[src/common/rst_map.svh]
`ifndef RST_MAP_SVH
`define RST_MAP_SVH

// ----------------------------------------------------------------
// io register offsets
// ----------------------------------------------------------------
`define WDOG_RESTART_ADDR 8'h26
`define PSC_ADDR          8'hFF

// ----------------------------------------------------------------
// processor status/control fields
// ----------------------------------------------------------------
`define PSC_RUN_BIT  0
`define PSC_IES_BIT  2
`define PSC_SUSP_BIT 3
`define PSC_POR_BIT  4
`define PSC_WDR_BIT  6
`define PSC_POR_VAL  8'h10
`define PSC_WDR_VAL  8'h41
`define PSC_KEEP_WDR 8'h10
`define PSC_WR_MASK  8'h0C

// ----------------------------------------------------------------
// vectors and pointer reset values
// ----------------------------------------------------------------
`define RESET_VECTOR 14'h0000
`define STACK_INIT   8'h00

// ----------------------------------------------------------------
// timing, clock in MHz, times in microseconds
// ----------------------------------------------------------------
`define MCLK_MHZ  250
`define T_LOCK_US 1000
`define T_HOLD_US 95000
`define T_WDOG_US 8000
`define T_WDR_US  2000

`endif

[src/common/rst_pkg.sv]
package rst_pkg;

	// ----------------------------------------------------------------
	// types
	// ----------------------------------------------------------------
	localparam int CNT_W = 25;

	typedef logic [7:0]       byte_t;
	typedef logic [13:0]      paddr_t;
	typedef logic [CNT_W-1:0] count_t;

	typedef enum logic [2:0] {
		PH_POR,
		PH_LOCK,
		PH_HOLD,
		PH_WDR,
		PH_RUN,
		PH_SUSP
	} phase_t;

endpackage : rst_pkg

[src/common/tmr_if.sv]
`timescale 1ns/1ps

interface tmr_if;
	import rst_pkg::*;

	logic   clear;
	logic   run;
	count_t limit;
	logic   expired;

	modport ctrl (output clear, output run, output limit, input expired);
	modport tmr  (input clear, input run, input limit, output expired);

endinterface : tmr_if

[src/interval_timer.sv]
`timescale 1ns/1ps

// one-shot interval: expired rises after limit counted cycles and holds
module interval_timer (
	input  wire logic mclk,
	input  wire logic resetn,
	tmr_if.tmr        t
);
	import rst_pkg::*;

	typedef struct packed {
		count_t cnt;
		logic   expired;
	} it_state_t;

	it_state_t s_q;
	it_state_t s_d;

	always_comb begin
		s_d = s_q;
		if (t.clear) begin
			s_d = '0;
		end else if (t.run && !s_q.expired) begin
			if (s_q.cnt == t.limit - count_t'(1)) begin
				s_d.expired = 1'b1;
			end else begin
				s_d.cnt = s_q.cnt + count_t'(1);
			end
		end
	end

	always_ff @(posedge mclk or negedge resetn) begin
		if (!resetn) begin
			s_q <= '0;
		end else begin
			s_q <= s_d;
		end
	end

	assign t.expired = s_q.expired;

endmodule : interval_timer

[src/watchdog_timer.sv]
`timescale 1ns/1ps

// free counter that gives a one-cycle rollover pulse and starts over
module watchdog_timer (
	input  wire logic mclk,
	input  wire logic resetn,
	tmr_if.tmr        t
);
	import rst_pkg::*;

	typedef struct packed {
		count_t cnt;
		logic   roll;
	} wd_state_t;

	wd_state_t s_q;
	wd_state_t s_d;

	always_comb begin
		s_d      = s_q;
		s_d.roll = 1'b0;
		if (t.clear) begin
			s_d.cnt = '0;
		end else if (t.run) begin
			if (s_q.cnt == t.limit - count_t'(1)) begin
				s_d.cnt  = '0;
				s_d.roll = 1'b1;
			end else begin
				s_d.cnt = s_q.cnt + count_t'(1);
			end
		end
	end

	always_ff @(posedge mclk or negedge resetn) begin
		if (!resetn) begin
			s_q <= '0;
		end else begin
			s_q <= s_d;
		end
	end

	assign t.expired = s_q.roll;

endmodule : watchdog_timer

[src/reset_watchdog_suspend_ctrl.sv]
`timescale 1ns/1ps
`include "rst_map.svh"

// What this block does
// - any reset restores defaults, address, interrupts off
// - both resets zero program and data stacks
// - status register records power-on and watchdog causes
// - fetch starts at address zero after reset
// - reset entry pushes nothing onto stack
// - power-on reset holds core, rest runs
// - supply and oscillator good start hold timer
// - 1 ms locked, then 95 ms hold-off
// - bus reset cuts hold-off, interrupt stays pending
// - supply drop reasserts power-on reset, sequence repeats
// - any write to restart register clears watchdog
// - watchdog rollover after 8 ms gives reset
// - watchdog reset loads status pattern 010X0001
// - watchdog reset lasts 2 ms then restarts
// - suspend bit puts device into low power
// - suspend stops oscillator, pll, timers, watchdog
module reset_watchdog_suspend_ctrl #(
	parameter rst_pkg::count_t LOCK_CYC =
		rst_pkg::count_t'(`T_LOCK_US * `MCLK_MHZ),
	parameter rst_pkg::count_t HOLD_CYC =
		rst_pkg::count_t'(`T_HOLD_US * `MCLK_MHZ),
	parameter rst_pkg::count_t WDOG_CYC =
		rst_pkg::count_t'(`T_WDOG_US * `MCLK_MHZ),
	parameter rst_pkg::count_t WDR_CYC =
		rst_pkg::count_t'(`T_WDR_US * `MCLK_MHZ)
) (
	input  wire logic            mclk,
	input  wire logic            resetn,
	// supply monitor and oscillator
	input  wire logic            supply_ok,
	input  wire logic            osc_stable,
	// upstream usb and wake sources
	input  wire logic            usb_bus_reset,
	input  wire logic            usb_activity,
	input  wire logic            gpio_wake_irq,
	input  wire logic            bus_reset_irq_taken,
	// io register port of the core
	input  wire rst_pkg::byte_t  io_addr,
	input  wire rst_pkg::byte_t  io_wdata,
	input  wire logic            io_wr,
	input  wire logic            io_rd,
	output rst_pkg::byte_t       io_rdata,
	// reset and run control toward the rest of the chip
	output logic                 core_hold,
	output logic                 core_run,
	output logic                 semi_suspend,
	output logic                 regs_default,
	output logic                 usb_addr_clear,
	output logic                 int_disable,
	output logic                 fetch_start,
	output rst_pkg::paddr_t      fetch_addr,
	output rst_pkg::byte_t       program_stack_pointer,
	output rst_pkg::byte_t       data_stack_pointer,
	output logic                 bus_reset_pending,
	output logic                 watchdog_reset_event,
	output logic                 clocks_run,
	output logic                 suspended
);
	import rst_pkg::*;

	// ----------------------------------------------------------------
	// state
	// ----------------------------------------------------------------
	typedef struct packed {
		phase_t phase;
		byte_t  psc;
		byte_t  rdata;
		logic   bus_rst_pend;
		logic   fetch_go;
		logic   wdr_pulse;
	} ctl_state_t;

	ctl_state_t s_q;
	ctl_state_t s_d;

	tmr_if hold_t ();
	tmr_if wdog_t ();

	// ----------------------------------------------------------------
	// timers
	// ----------------------------------------------------------------
	interval_timer u_hold (
		.mclk   (mclk),
		.resetn (resetn),
		.t      (hold_t)
	);

	watchdog_timer u_wdog (
		.mclk   (mclk),
		.resetn (resetn),
		.t      (wdog_t)
	);

	logic wr_psc;
	logic wr_wdog;
	logic rd_psc;
	logic in_reset;

	assign wr_psc   = io_wr && (io_addr == `PSC_ADDR) && core_run;
	assign wr_wdog  = io_wr && (io_addr == `WDOG_RESTART_ADDR);
	assign rd_psc   = io_rd && (io_addr == `PSC_ADDR);
	assign in_reset = (s_q.phase != PH_RUN) && (s_q.phase != PH_SUSP);

	// hold timer limit follows the phase it times
	always_comb begin
		case (s_q.phase)
			PH_LOCK: hold_t.limit = LOCK_CYC;
			PH_HOLD: hold_t.limit = HOLD_CYC;
			PH_WDR:  hold_t.limit = WDR_CYC;
			default: hold_t.limit = LOCK_CYC;
		endcase
	end

	// a fresh interval on every phase change so the old expiry never leaks
	assign hold_t.clear = (s_d.phase != s_q.phase)
		|| (s_q.phase == PH_POR);
	assign hold_t.run   = (s_q.phase == PH_LOCK)
		|| (s_q.phase == PH_HOLD)
		|| (s_q.phase == PH_WDR);

	// the counter holds its value through suspend, it is only stopped
	assign wdog_t.limit = WDOG_CYC;
	assign wdog_t.run   = (s_q.phase == PH_RUN);
	assign wdog_t.clear = wr_wdog || in_reset;

	// ----------------------------------------------------------------
	// sequencing
	// ----------------------------------------------------------------
	always_comb begin
		s_d           = s_q;
		s_d.fetch_go  = 1'b0;
		s_d.wdr_pulse = 1'b0;
		s_d.rdata     = '0;

		// firmware writes: steering bits, cause bits clear on a zero
		if (wr_psc) begin
			s_d.psc = (s_q.psc & ~`PSC_WR_MASK) | (io_wdata & `PSC_WR_MASK);
			if (!io_wdata[`PSC_POR_BIT]) begin
				s_d.psc[`PSC_POR_BIT] = 1'b0;
			end
			if (!io_wdata[`PSC_WDR_BIT]) begin
				s_d.psc[`PSC_WDR_BIT] = 1'b0;
			end
		end

		// pending bus reset interrupt; a new set beats the take
		if (bus_reset_irq_taken) begin
			s_d.bus_rst_pend = 1'b0;
		end

		case (s_q.phase)
			PH_POR: begin
				// core held while oscillator and other logic run
				if (supply_ok && osc_stable) begin
					s_d.phase = PH_LOCK;
				end
			end
			PH_LOCK: begin
				// bus reset is not looked at in the first stretch
				if (hold_t.expired) begin
					s_d.phase = PH_HOLD;
				end
			end
			PH_HOLD: begin
				if (usb_bus_reset) begin
					s_d.phase        = PH_RUN;
					s_d.fetch_go     = 1'b1;
					s_d.bus_rst_pend = 1'b1;
				end else if (hold_t.expired) begin
					s_d.phase    = PH_RUN;
					s_d.fetch_go = 1'b1;
				end
			end
			PH_WDR: begin
				if (hold_t.expired) begin
					s_d.phase    = PH_RUN;
					s_d.fetch_go = 1'b1;
				end
			end
			PH_RUN: begin
				if (wdog_t.expired) begin
					s_d.phase     = PH_WDR;
					s_d.wdr_pulse = 1'b1;
					// power-on cause survives, the rest is the pattern
					s_d.psc = `PSC_WDR_VAL
						| (s_q.psc & `PSC_KEEP_WDR);
					s_d.bus_rst_pend = 1'b0;
				end else if (wr_psc && io_wdata[`PSC_SUSP_BIT]) begin
					s_d.phase = PH_SUSP;
				end
			end
			PH_SUSP: begin
				// besides a supply drop, only these two sources can restart the oscillator
				if (gpio_wake_irq || usb_activity) begin
					s_d.phase               = PH_RUN;
					s_d.psc[`PSC_SUSP_BIT]  = 1'b0;
				end
			end
			default: begin
				s_d.phase = PH_POR;
			end
		endcase

		// supply loss wins over everything and starts over
		if (!supply_ok) begin
			s_d.phase        = PH_POR;
			s_d.psc          = `PSC_POR_VAL;
			s_d.bus_rst_pend = 1'b0;
			s_d.fetch_go     = 1'b0;
			s_d.wdr_pulse    = 1'b0;
		end

		// registered read data; restart register reads back zero
		if (rd_psc) begin
			s_d.rdata                = s_q.psc;
			s_d.rdata[`PSC_RUN_BIT]  = core_run;
		end
	end

	always_ff @(posedge mclk or negedge resetn) begin
		if (!resetn) begin
			s_q.phase        <= PH_POR;
			s_q.psc          <= `PSC_POR_VAL;
			s_q.rdata        <= '0;
			s_q.bus_rst_pend <= 1'b0;
			s_q.fetch_go     <= 1'b0;
			s_q.wdr_pulse    <= 1'b0;
		end else begin
			s_q <= s_d;
		end
	end

	// ----------------------------------------------------------------
	// outputs
	// ----------------------------------------------------------------
	assign core_hold      = in_reset;
	assign core_run       = (s_q.phase == PH_RUN);
	assign semi_suspend   = (s_q.phase == PH_POR)
		|| (s_q.phase == PH_LOCK)
		|| (s_q.phase == PH_HOLD);
	assign regs_default   = in_reset;
	assign usb_addr_clear = in_reset;
	assign int_disable    = in_reset;

	// the vector is loaded straight, no return frame is written
	assign fetch_start = s_q.fetch_go;
	assign fetch_addr  = `RESET_VECTOR;

	// pointers sit at their reset value while the core is held
	assign program_stack_pointer = `STACK_INIT;
	assign data_stack_pointer    = `STACK_INIT;

	// interrupt waits here until firmware enables it
	assign bus_reset_pending    = s_q.bus_rst_pend;
	assign watchdog_reset_event = s_q.wdr_pulse;

	// suspend gates oscillator, pll and both timers
	assign clocks_run = (s_q.phase != PH_SUSP);
	assign suspended  = (s_q.phase == PH_SUSP);

	assign io_rdata = s_q.rdata;

endmodule : reset_watchdog_suspend_ctrl

[config.mk]
export PLATFORM = sky130hd
export DESIGN_NAME = reset_watchdog_suspend_ctrl
export DESIGN_NICKNAME = d
export VERILOG_FILES = /design/src/common/rst_pkg.sv /design/src/common/tmr_if.sv /design/src/interval_timer.sv /design/src/watchdog_timer.sv /design/src/reset_watchdog_suspend_ctrl.sv
export VERILOG_INCLUDE_DIRS = /design/src /design/src/common
export SDC_FILE = /design/constraint.sdc
export NUM_CORES = 1
export LEC_CHECK = 0
export ABC_AREA = 1
export BUFFER_PORTS_ARGS = -buffer_cell sky130_fd_sc_hd__buf_2
export CAP_MARGIN = 40
export CELL_PAD_IN_SITES_DETAIL_PLACEMENT = 1
export CELL_PAD_IN_SITES_GLOBAL_PLACEMENT = 2
export CORE_ASPECT_RATIO = 1.1
export CORE_UTILIZATION = 30
export CTS_BUF_LIST = sky130_fd_sc_hd__clkbuf_16
export DETAILED_ROUTE_END_ITERATION = 6
export PLACE_DENSITY = 0.91
export SLEW_MARGIN = 20
export SYNTH_ARGS = -nofsm -noshare
export SYNTH_HDL_FRONTEND = slang
export SYNTH_HIERARCHICAL = 1
export SYNTH_SLANG_ARGS = --single-unit
export TNS_END_PERCENT = 20
[constraint.sdc]
create_clock -name mclk -period 3.4 [get_ports mclk]
set_clock_uncertainty 0.1 [all_clocks]
set_input_delay 0.34 -clock mclk [delete_from_list [all_inputs] [get_ports mclk]]
set_output_delay 0.34 -clock mclk [all_outputs]
set_load 0.03 [all_outputs]
==> results of run 1 <==
==> flip-flops by register name, summed over array words and instances (netlist names) <==
signal,count
fetch_start,1
bus_reset_pending,1
u_hold/s_q,25
s_q,7
io_rdata,6
u_wdog/t.expired,1
watchdog_reset_event,1
u_wdog/s_q,25
u_hold/t.expired,1
==> layer usage <==
layer	GRT usage (%)	up-vias	share of wire [%]
li1	-	3649	-
met1	20.1	3322	45
met2	31.3	44	53
met3	1.55	25	1.1
met4	5.79	0	1.8
met5	0	-	0
==> layout make-up <==
type                       instances  area [um2]  area share (%)
multi-input combinational        974        4910            59.8
sequential                        68        1700            20.7
inverter                         151         567            6.90
tap                              305         382            4.65
timing repair buffer              63         375            4.57
clock buffer                       9         225            2.74
clock inverter                     7        51.3           0.625
==> how the worst min path moves through the flow <==
stage,cells past startpoint,startpoint,endpoint,slack (ns)
after global placement,1,resetn,s_q[21],0.33
after global routing,3,bus_reset_irq_taken,bus_reset_pending,0.17
after floorplan,0,resetn,bus_reset_pending,-0.06
final,3,usb_bus_reset,bus_reset_pending,0.15
after detailed placement,1,resetn,s_q[21],0.31
after CTS,3,bus_reset_irq_taken,bus_reset_pending,0.15
==> cell usage in the layout, fill, tap and decap left out, drive strengths merged, types with 8 or more instances in the layout <==
cell type / n
a21oi: 8
buf: 62
clkbuf: 9
conb: 140
dfrtp: 67
inv: 152
nand2: 332
nand3: 112
nand3b: 12
nand4: 65
nor2: 156
nor3: 23
o21ai: 12
xnor2: 33
xor2: 57
==> timing repair <==
item,CTS,global route
endpoints found under the setup margin,0,25
hold buffers,1,0
resized for setup,0,2
hold endpoints to repair,23,0
setup buffers,0,7
==> stage by stage <==
stage                     hold WS, ns  util (%)  cells
after floorplan               -0.0556         -   1276
after global placement          0.327      33.3   1553
after detailed placement        0.314      33.3   1553
after CTS                       0.148      34.5   1570
after global routing            0.166      34.8   1577
final                           0.152      34.8   1577
==> critical path: cells and delay by family, from the launching register on <==
kind,cells,cell delay [ns]
simple gates,11,1.55
buf+inv,4,0.65
flops,1,0.45
xor+xnor,1,0.22
==> logic make-up after synthesis <==
| family | count (synthesis) | synth area share [%] |
|---|---|---|
| simple gates | 709 | 46.3 |
| buf+inv | 234 | 15.6 |
| xor+xnor | 91 | 11.3 |
| flops | 68 | 23.7 |
| compound gates | 30 | 2.40 |
| fa+ha+maj | 4 | 0.695 |
| other cells | 2 | 0.104 |
==> report_power, final <==
| group | internal, mW | switching [mW] |
|---|---|---|
| clock | 0.497 | 0.391 |
| combinational | 0.0719 | 0.206 |
| sequential | 0.811 | 0.00172 |
==> impl_results.md, run 1 <==
- Status: finished, final reports clean
- Slew Limit Fails: 0
- Residual DRC: 0
- Fin nets: 1,297
- Register bit total from synthesis: 68
- Most numerous cell in the Yosys netlist: nand2_1
- Largest net degree at the start of global routing: 51
- Async SR Flop Fraction: between 90% and 100%
- VDD IR-drop max: 0.180 mV
- Synth top area share: roughly a quarter
- Design Power: roughly 2 mW
- CTS tree: yes
- R2R Path Start: s_q[20]
- Placed Instance Area: just under 8000 um2
- Clk sink count: 68
- Max-cap viol count: 0
- GP Congestion: between 0.8 and 0.9
- Total grt overflow: 0
- Syn Inst Count: between 1,000 and 1,500
- Top_reg_cell synth: dfrtp_1
- Root buffer cell: clkbuf_16
- Most Frequent Cell on Critical Path: nand2_1
- Largest stage delay, worst path: about 0.45 ns
- Max FO, Critical Path: 15
- Die ar.: 24,600 um2
- Core area: ~24,000 um2
- Pwr per Cell Area: between 200 and 250 nW/um2
- Syn-to-layout area delta: 14.1%
- Max Root-Sink Buffers: 2
- Crit path cell chain: inv_2, nor2_2, inv_1, nor2_1, inv_1, nor2_1, nand2_1, nor2_4, nand2_1, xor2_1, nand3_1, nor2_2, nand3_4, buf_4, nand4_1, nand2_1
- Crit path DAT: around 3.2 ns
- Effective utilization at floorplan: a little under a third
- First-pass GRT wire length: 33,100 um
- DR iter-0 viols: 242
- R2R Path End: u_hold/s_q[16]
- R2R Setup Slk: slightly above 0.3 ns
- Max_slew headroom: between 50% and 60%
- Hold WC Path Type: in2reg
- Number of fill cells: around 3,200
- Post-synth cell types: just over 40
- Post-route design area: 8210 um2
- DR vias/cell: 4.46
- Minimum clock period after layout: slightly above 3 ns
- Worst endpoint required time: about 3.5 ns
- GRT Total Usage: ~17%
- Routed WL per cell: between 10 and 15 um
- Setup slack after layout: between 0.3 and 0.4 ns
- Final TNS setup: 0 ns
- Synth area leaders: dfrtp_1 (23%), nand2_1 (17%), inv_1 (7.7%), xor2_1 (6.9%), nor2_1 (6.9%)
- Cell taking the most area after synthesis: dfrtp_1
- Antenna violations before repair: 0
- Crit end category: flop
- Drt first pass iters: 4
- # port buffers: 40
- Final Hold Viols: 0
- Worst-path clk slew: approximately 0.060 ns
- Die height: roughly 160 um
- IO Pins: 75
- Worst setup startpoint: s_q[20]
- Latest clock arrival within the worst-skew pair: between 0.3 and 0.4 ns
- Top cells by count, synth: nand2_1 (323), inv_1 (148), nor2_1 (132)
- CP max stage cell: dfrtp_1
- Sequential area share after synthesis: about a quarter
- EDFF count, synth: 0
- Setup violations, final: 0
- Fmax: 0.324 GHz
- Vias in the first global route: ~7,000
- LEAKAGE: around 4.4 nW
- Syn Area/Cell: between 6 and 7 um2
- Synth warn: 6
- Share of layout cells above drive strength 1: between 10% and 20%
- Startpoint types: flop
- Setup WS pre-CTS: 0.191 ns
- # diodes: 0
- Worst r2r path cells: 16
- Worst Setup EP: u_hold/s_q[16]
- Routed Antenna Nets: 0
- Critical path class: reg2reg
- Num rows: 59
- Post-synthesis instance area: 7200 um2
- CTS Buf Count: 9
- H-tree depth: 3
- Actual slew at the worst max-slew pin: 0.695 ns
- Via count: 7,040
- Drt total wl: between 15,000 and 20,000 um
- Die width: roughly 150 um
- Period utilization: 90.9%
- Post-DP HPWL: 15,500 um
(Power assumes the default switching activity.)
==> inputs of run 2 (changes only) <==
--- a/config.mk
+++ b/config.mk
@@ -6,16 +6,14 @@
 export SDC_FILE = /design/constraint.sdc
 export NUM_CORES = 1
 export LEC_CHECK = 0
-export ABC_AREA = 1
 export BUFFER_PORTS_ARGS = -buffer_cell sky130_fd_sc_hd__buf_2
-export CAP_MARGIN = 40
 export CELL_PAD_IN_SITES_DETAIL_PLACEMENT = 1
 export CELL_PAD_IN_SITES_GLOBAL_PLACEMENT = 2
 export CORE_ASPECT_RATIO = 1.1
-export CORE_UTILIZATION = 30
+export CORE_UTILIZATION = 32
 export CTS_BUF_LIST = sky130_fd_sc_hd__clkbuf_16
 export DETAILED_ROUTE_END_ITERATION = 6
-export PLACE_DENSITY = 0.91
+export PLACE_DENSITY = 0.89
 export SLEW_MARGIN = 20
 export SYNTH_ARGS = -nofsm -noshare
 export SYNTH_HDL_FRONTEND = slang
==> impl_results.md, run 2 <==
- Pwr per Cell Area: 269 nW/um2 (+12%)
- Die ar.: 19,600 um2 (-21%)
- Worst-path clk slew: 0.06 ns (about the same)
- Cell taking the most area after synthesis: dfrtp_1
- Max FO, Critical Path: 12 (-3)
- Max Root-Sink Buffers: 2 (unchanged)
- Vias in the first global route: 5,755 (-17%)
- Die width: 133 um (-11%)
- Most frequent cells in the layout: conb_1 (183), dfrtp_1 (67), nand2_1 (52), nor2_1 (52), nand3_1 (46)
- Commonest non-fill, non-tap cell in the layout: conb_1
- Clk sink count: 68 (unchanged)
- Top_reg_cell synth: dfrtp_1
- Final core utilization: 40.1% (+5.4 points)
- Largest registers: u_hold/s_q: 25 flops, u_wdog/s_q: 25 flops, s_q: 7 flops
- Setup WS pre-CTS: 0.145 ns (-0.0463 ns)
- Max-cap viol count: 0 (unchanged)
- CP max stage cell: or4_4
- Most Frequent Cell on Critical Path: buf_4
- Effective utilization at floorplan: 32.9% (+2.4 points)
- Core area: 18,500 um2 (-22%)
- Worst setup startpoint: s_q[20]
- Root buffer cell: clkbuf_16
- Worst endpoint required time: 3.52 ns (about the same)
- Via count: 5,722 (-19%)
- Crit path cell chain: nor2b_4, inv_1, nor2_4, clkbuf_2, buf_4, o41ai_4, a21oi_1, or4_4, nor4_4, o2111a_2, buf_4, clkbuf_16, nor4_1, o21ba_2
- HP Start: supply_ok
- # diodes: 0 (unchanged)
- Drt total wl: 16,000 um (-19%)
- Syn Inst Count: 738 (-35%)
- LEAKAGE: 3.20 nW (-27%)
- Post-synth cell types: 83 (+100%)
- Max_slew headroom: 55.4% (+1.8 points)
- R2R Path Start: s_q[20]
- Fin nets: 955 (-26%)
- Setup violations, final: 0 (unchanged)
- # port buffers: 40 (unchanged)
- Synth area leaders: dfrtp_1 (28%), buf_4 (5.4%), xnor2_1 (5.0%), nand3_1 (3.8%), nand2_1 (3.3%)
- Crit path DAT: 3.38 ns (+0.16 ns)
- Sequential area share after synthesis: 28.0% (+4.3 points)
- GP Congestion: 0.831 (+1.0%)
- IO Pins: 75 (unchanged)
- Num rows: 52 (-12%)
- Startpoint types: flop
- VDD IR-drop max: 0.169 mV (-5.8%)
- Latest clock arrival within the worst-skew pair: 0.34 ns (about the same)
- Crit end category: flop
- Period utilization: 95.6% (+4.7 points)
- Routed WL per cell: 13.7 um (+9.3%)
- Top cells by count, synth: dfrtp_1 (67), nand2_1 (53), nor2_1 (53)
- Post-synthesis instance area: 6080 um2 (-15%)
- Share of layout cells above drive strength 1: 15.2% (+4.2 points)
- Most numerous cell in the Yosys netlist: dfrtp_1
- GRT Total Usage: 16.9% (+0.081 points)
- DR vias/cell: 4.88 (+9.3%)
- WHS Path Cells: 2 (-1)
- DR iter-0 viols: 236 (-2.5%)
- Actual slew at the worst max-slew pin: 0.662 ns (-0.0330 ns)
- Async SR Flop Fraction: 100% (unchanged)
- EDFF count, synth: 0 (unchanged)
- CTS tree: yes
- Routed Antenna Nets: 0 (unchanged)
- Largest stage delay, worst path: 0.54 ns (+0.09 ns)
- CTS Buf Count: 9 (unchanged)
- Final Hold Viols: 0 (unchanged)
- Synth warn: 6 (unchanged)
- H-tree depth: 3 (unchanged)
- Fmax: 0.308 GHz (-4.9%)
- Setup slack after layout: 0.148 ns (-0.161 ns)
- Antenna violations before repair: 0 (unchanged)
- First-pass GRT wire length: 27,300 um (-17%)
- Post-DP HPWL: 12,300 um (-21%)
- Worst r2r path cells: 14 (-2)
- Critical path class: reg2reg
- Drt first pass iters: 5 (+1)
- Synth top area share: 27.6% (+4.3 points)
- Slew Limit Fails: 0 (unchanged)
- Syn Area/Cell: 8.24 um2 (+30%)
- Status: finished, final reports clean
- Largest net degree at the start of global routing: 69 (+35%)
- Hold WC Path Type: in2reg
- Register bit total from synthesis: 68 (unchanged)
- Die height: 147 um (-11%)
- Syn-to-layout area delta: 22.0%
- Minimum clock period after layout: 3.25 ns (+0.161 ns)
- Total grt overflow: 0 (unchanged)
- Residual DRC: 0 (unchanged)
## run 2: cell count changes in the layout (fill, tap and decap cells not counted), moves of 43 or more
cell     change
conb_1      +43
inv_1      -118
nand2_1    -271
nand3_1     -44
nand4_1     -46
nor2_1      -77
## run 2: final cells by class
| cell class | count | area [um2] |
|---|---|---|
| clock buffer | 9 | 225 |
| clock inverter | 7 | 75.1 |
| fill | 2385 | 11100 |
| inverter | 30 | 113 |
| multi-input combinational | 744 | 4510 |
| sequential | 68 | 1700 |
| tap | 243 | 304 |
| timing repair buffer | 72 | 487 |
## run 2: per-layer routing
| metal | vias up | wire length (um) | part of all wire, % | GRT usage, % |
|---|---|---|---|---|
| met5 | - | 0 | 0 | 0 |
| met3 | 9 | 347 | 2.2 | 1.84 |
| li1 | 2874 | - | - | - |
| met1 | 2776 | 7160 | 45 | 20.8 |
| met4 | 0 | 169 | 1.1 | 4.43 |
| met2 | 63 | 8370 | 52 | 31.1 |
## run 2: final timing paths
| kind | endpoint | slack [ns] |
|---|---|---|
| worst min-delay path | s_q[15] | 0.11 |
| worst max-delay path | u_hold/s_q[16] | 0.15 |
| worst min register to register | s_q[15] | 0.38 |
| min in group asynchronous | u_hold/s_q[25] | 0.45 |
| worst max register to register | u_hold/s_q[16] | 0.15 |
| max in group asynchronous | s_q[15] | 2.39 |
## run 2: power by group
| part | internal, mW | total (mW) | switching, mW | leakage, nW |
|---|---|---|---|---|
| Combinational | 0.0668 | 0.233 | 0.166 | 2.12 |
| Clock | 0.571 | 0.950 | 0.379 | 0.138 |
| Sequential | 0.811 | 0.814 | 0.00294 | 0.944 |
| Total | 1.45 | 2.00 | 0.548 | 3.20 |
## run 2: metrics by stage
| step | power, mW | setup TNS [ns] | cell area [um2] | cells | hold slack (ns) |
|---|---|---|---|---|---|
| after floorplan | 1.03 | -2.51 | 6790 | 919 | -0.0556 |
| after global routing | 2.09 | -0.151 | 7420 | 1173 | 0.118 |
| after global placement | 1.05 | 0 | 7000 | 1151 | 0.297 |
| after detailed placement | 1.05 | 0 | 7000 | 1151 | 0.293 |
| final | 2.00 | 0 | 7420 | 1173 | 0.106 |
| after CTS | 2.01 | 0 | 7310 | 1168 | 0.110 |
## run 2: cells by family (layout without fill, tap and decap cells)
kind of cell	Yosys count	count (layout)	synth area share (%)
and+or+nand+nor	342	342	31.9
AOI/OAI and AO/OA	140	140	17.3
buffers and inverters	107	118	10.3
DFF	68	68	28.0
xor gates and xnor gates	56	56	8.06
muxes	19	19	3.56
adders and majority gates	4	4	0.823
other	2	183	0.123
## run 2: worst max-delay path, delay by kind of cell, from the launching register on
family                 cells  cell delay, ns
AO/OA/AOI/OAI              4            0.88
buffers and inverters      5            0.70
flip-flops                 1            0.37
AND/OR/NAND/NOR            5            1.07
## run 2: what timing repair did
action / 4_1_cts / 5_1_grt
endpoints found under the hold margin: 67 / 0
resized for setup: 0 / 8
setup buffers: 0 / 4
hold buffers: 1 / 0
setup endpoints to repair: 0 / 20
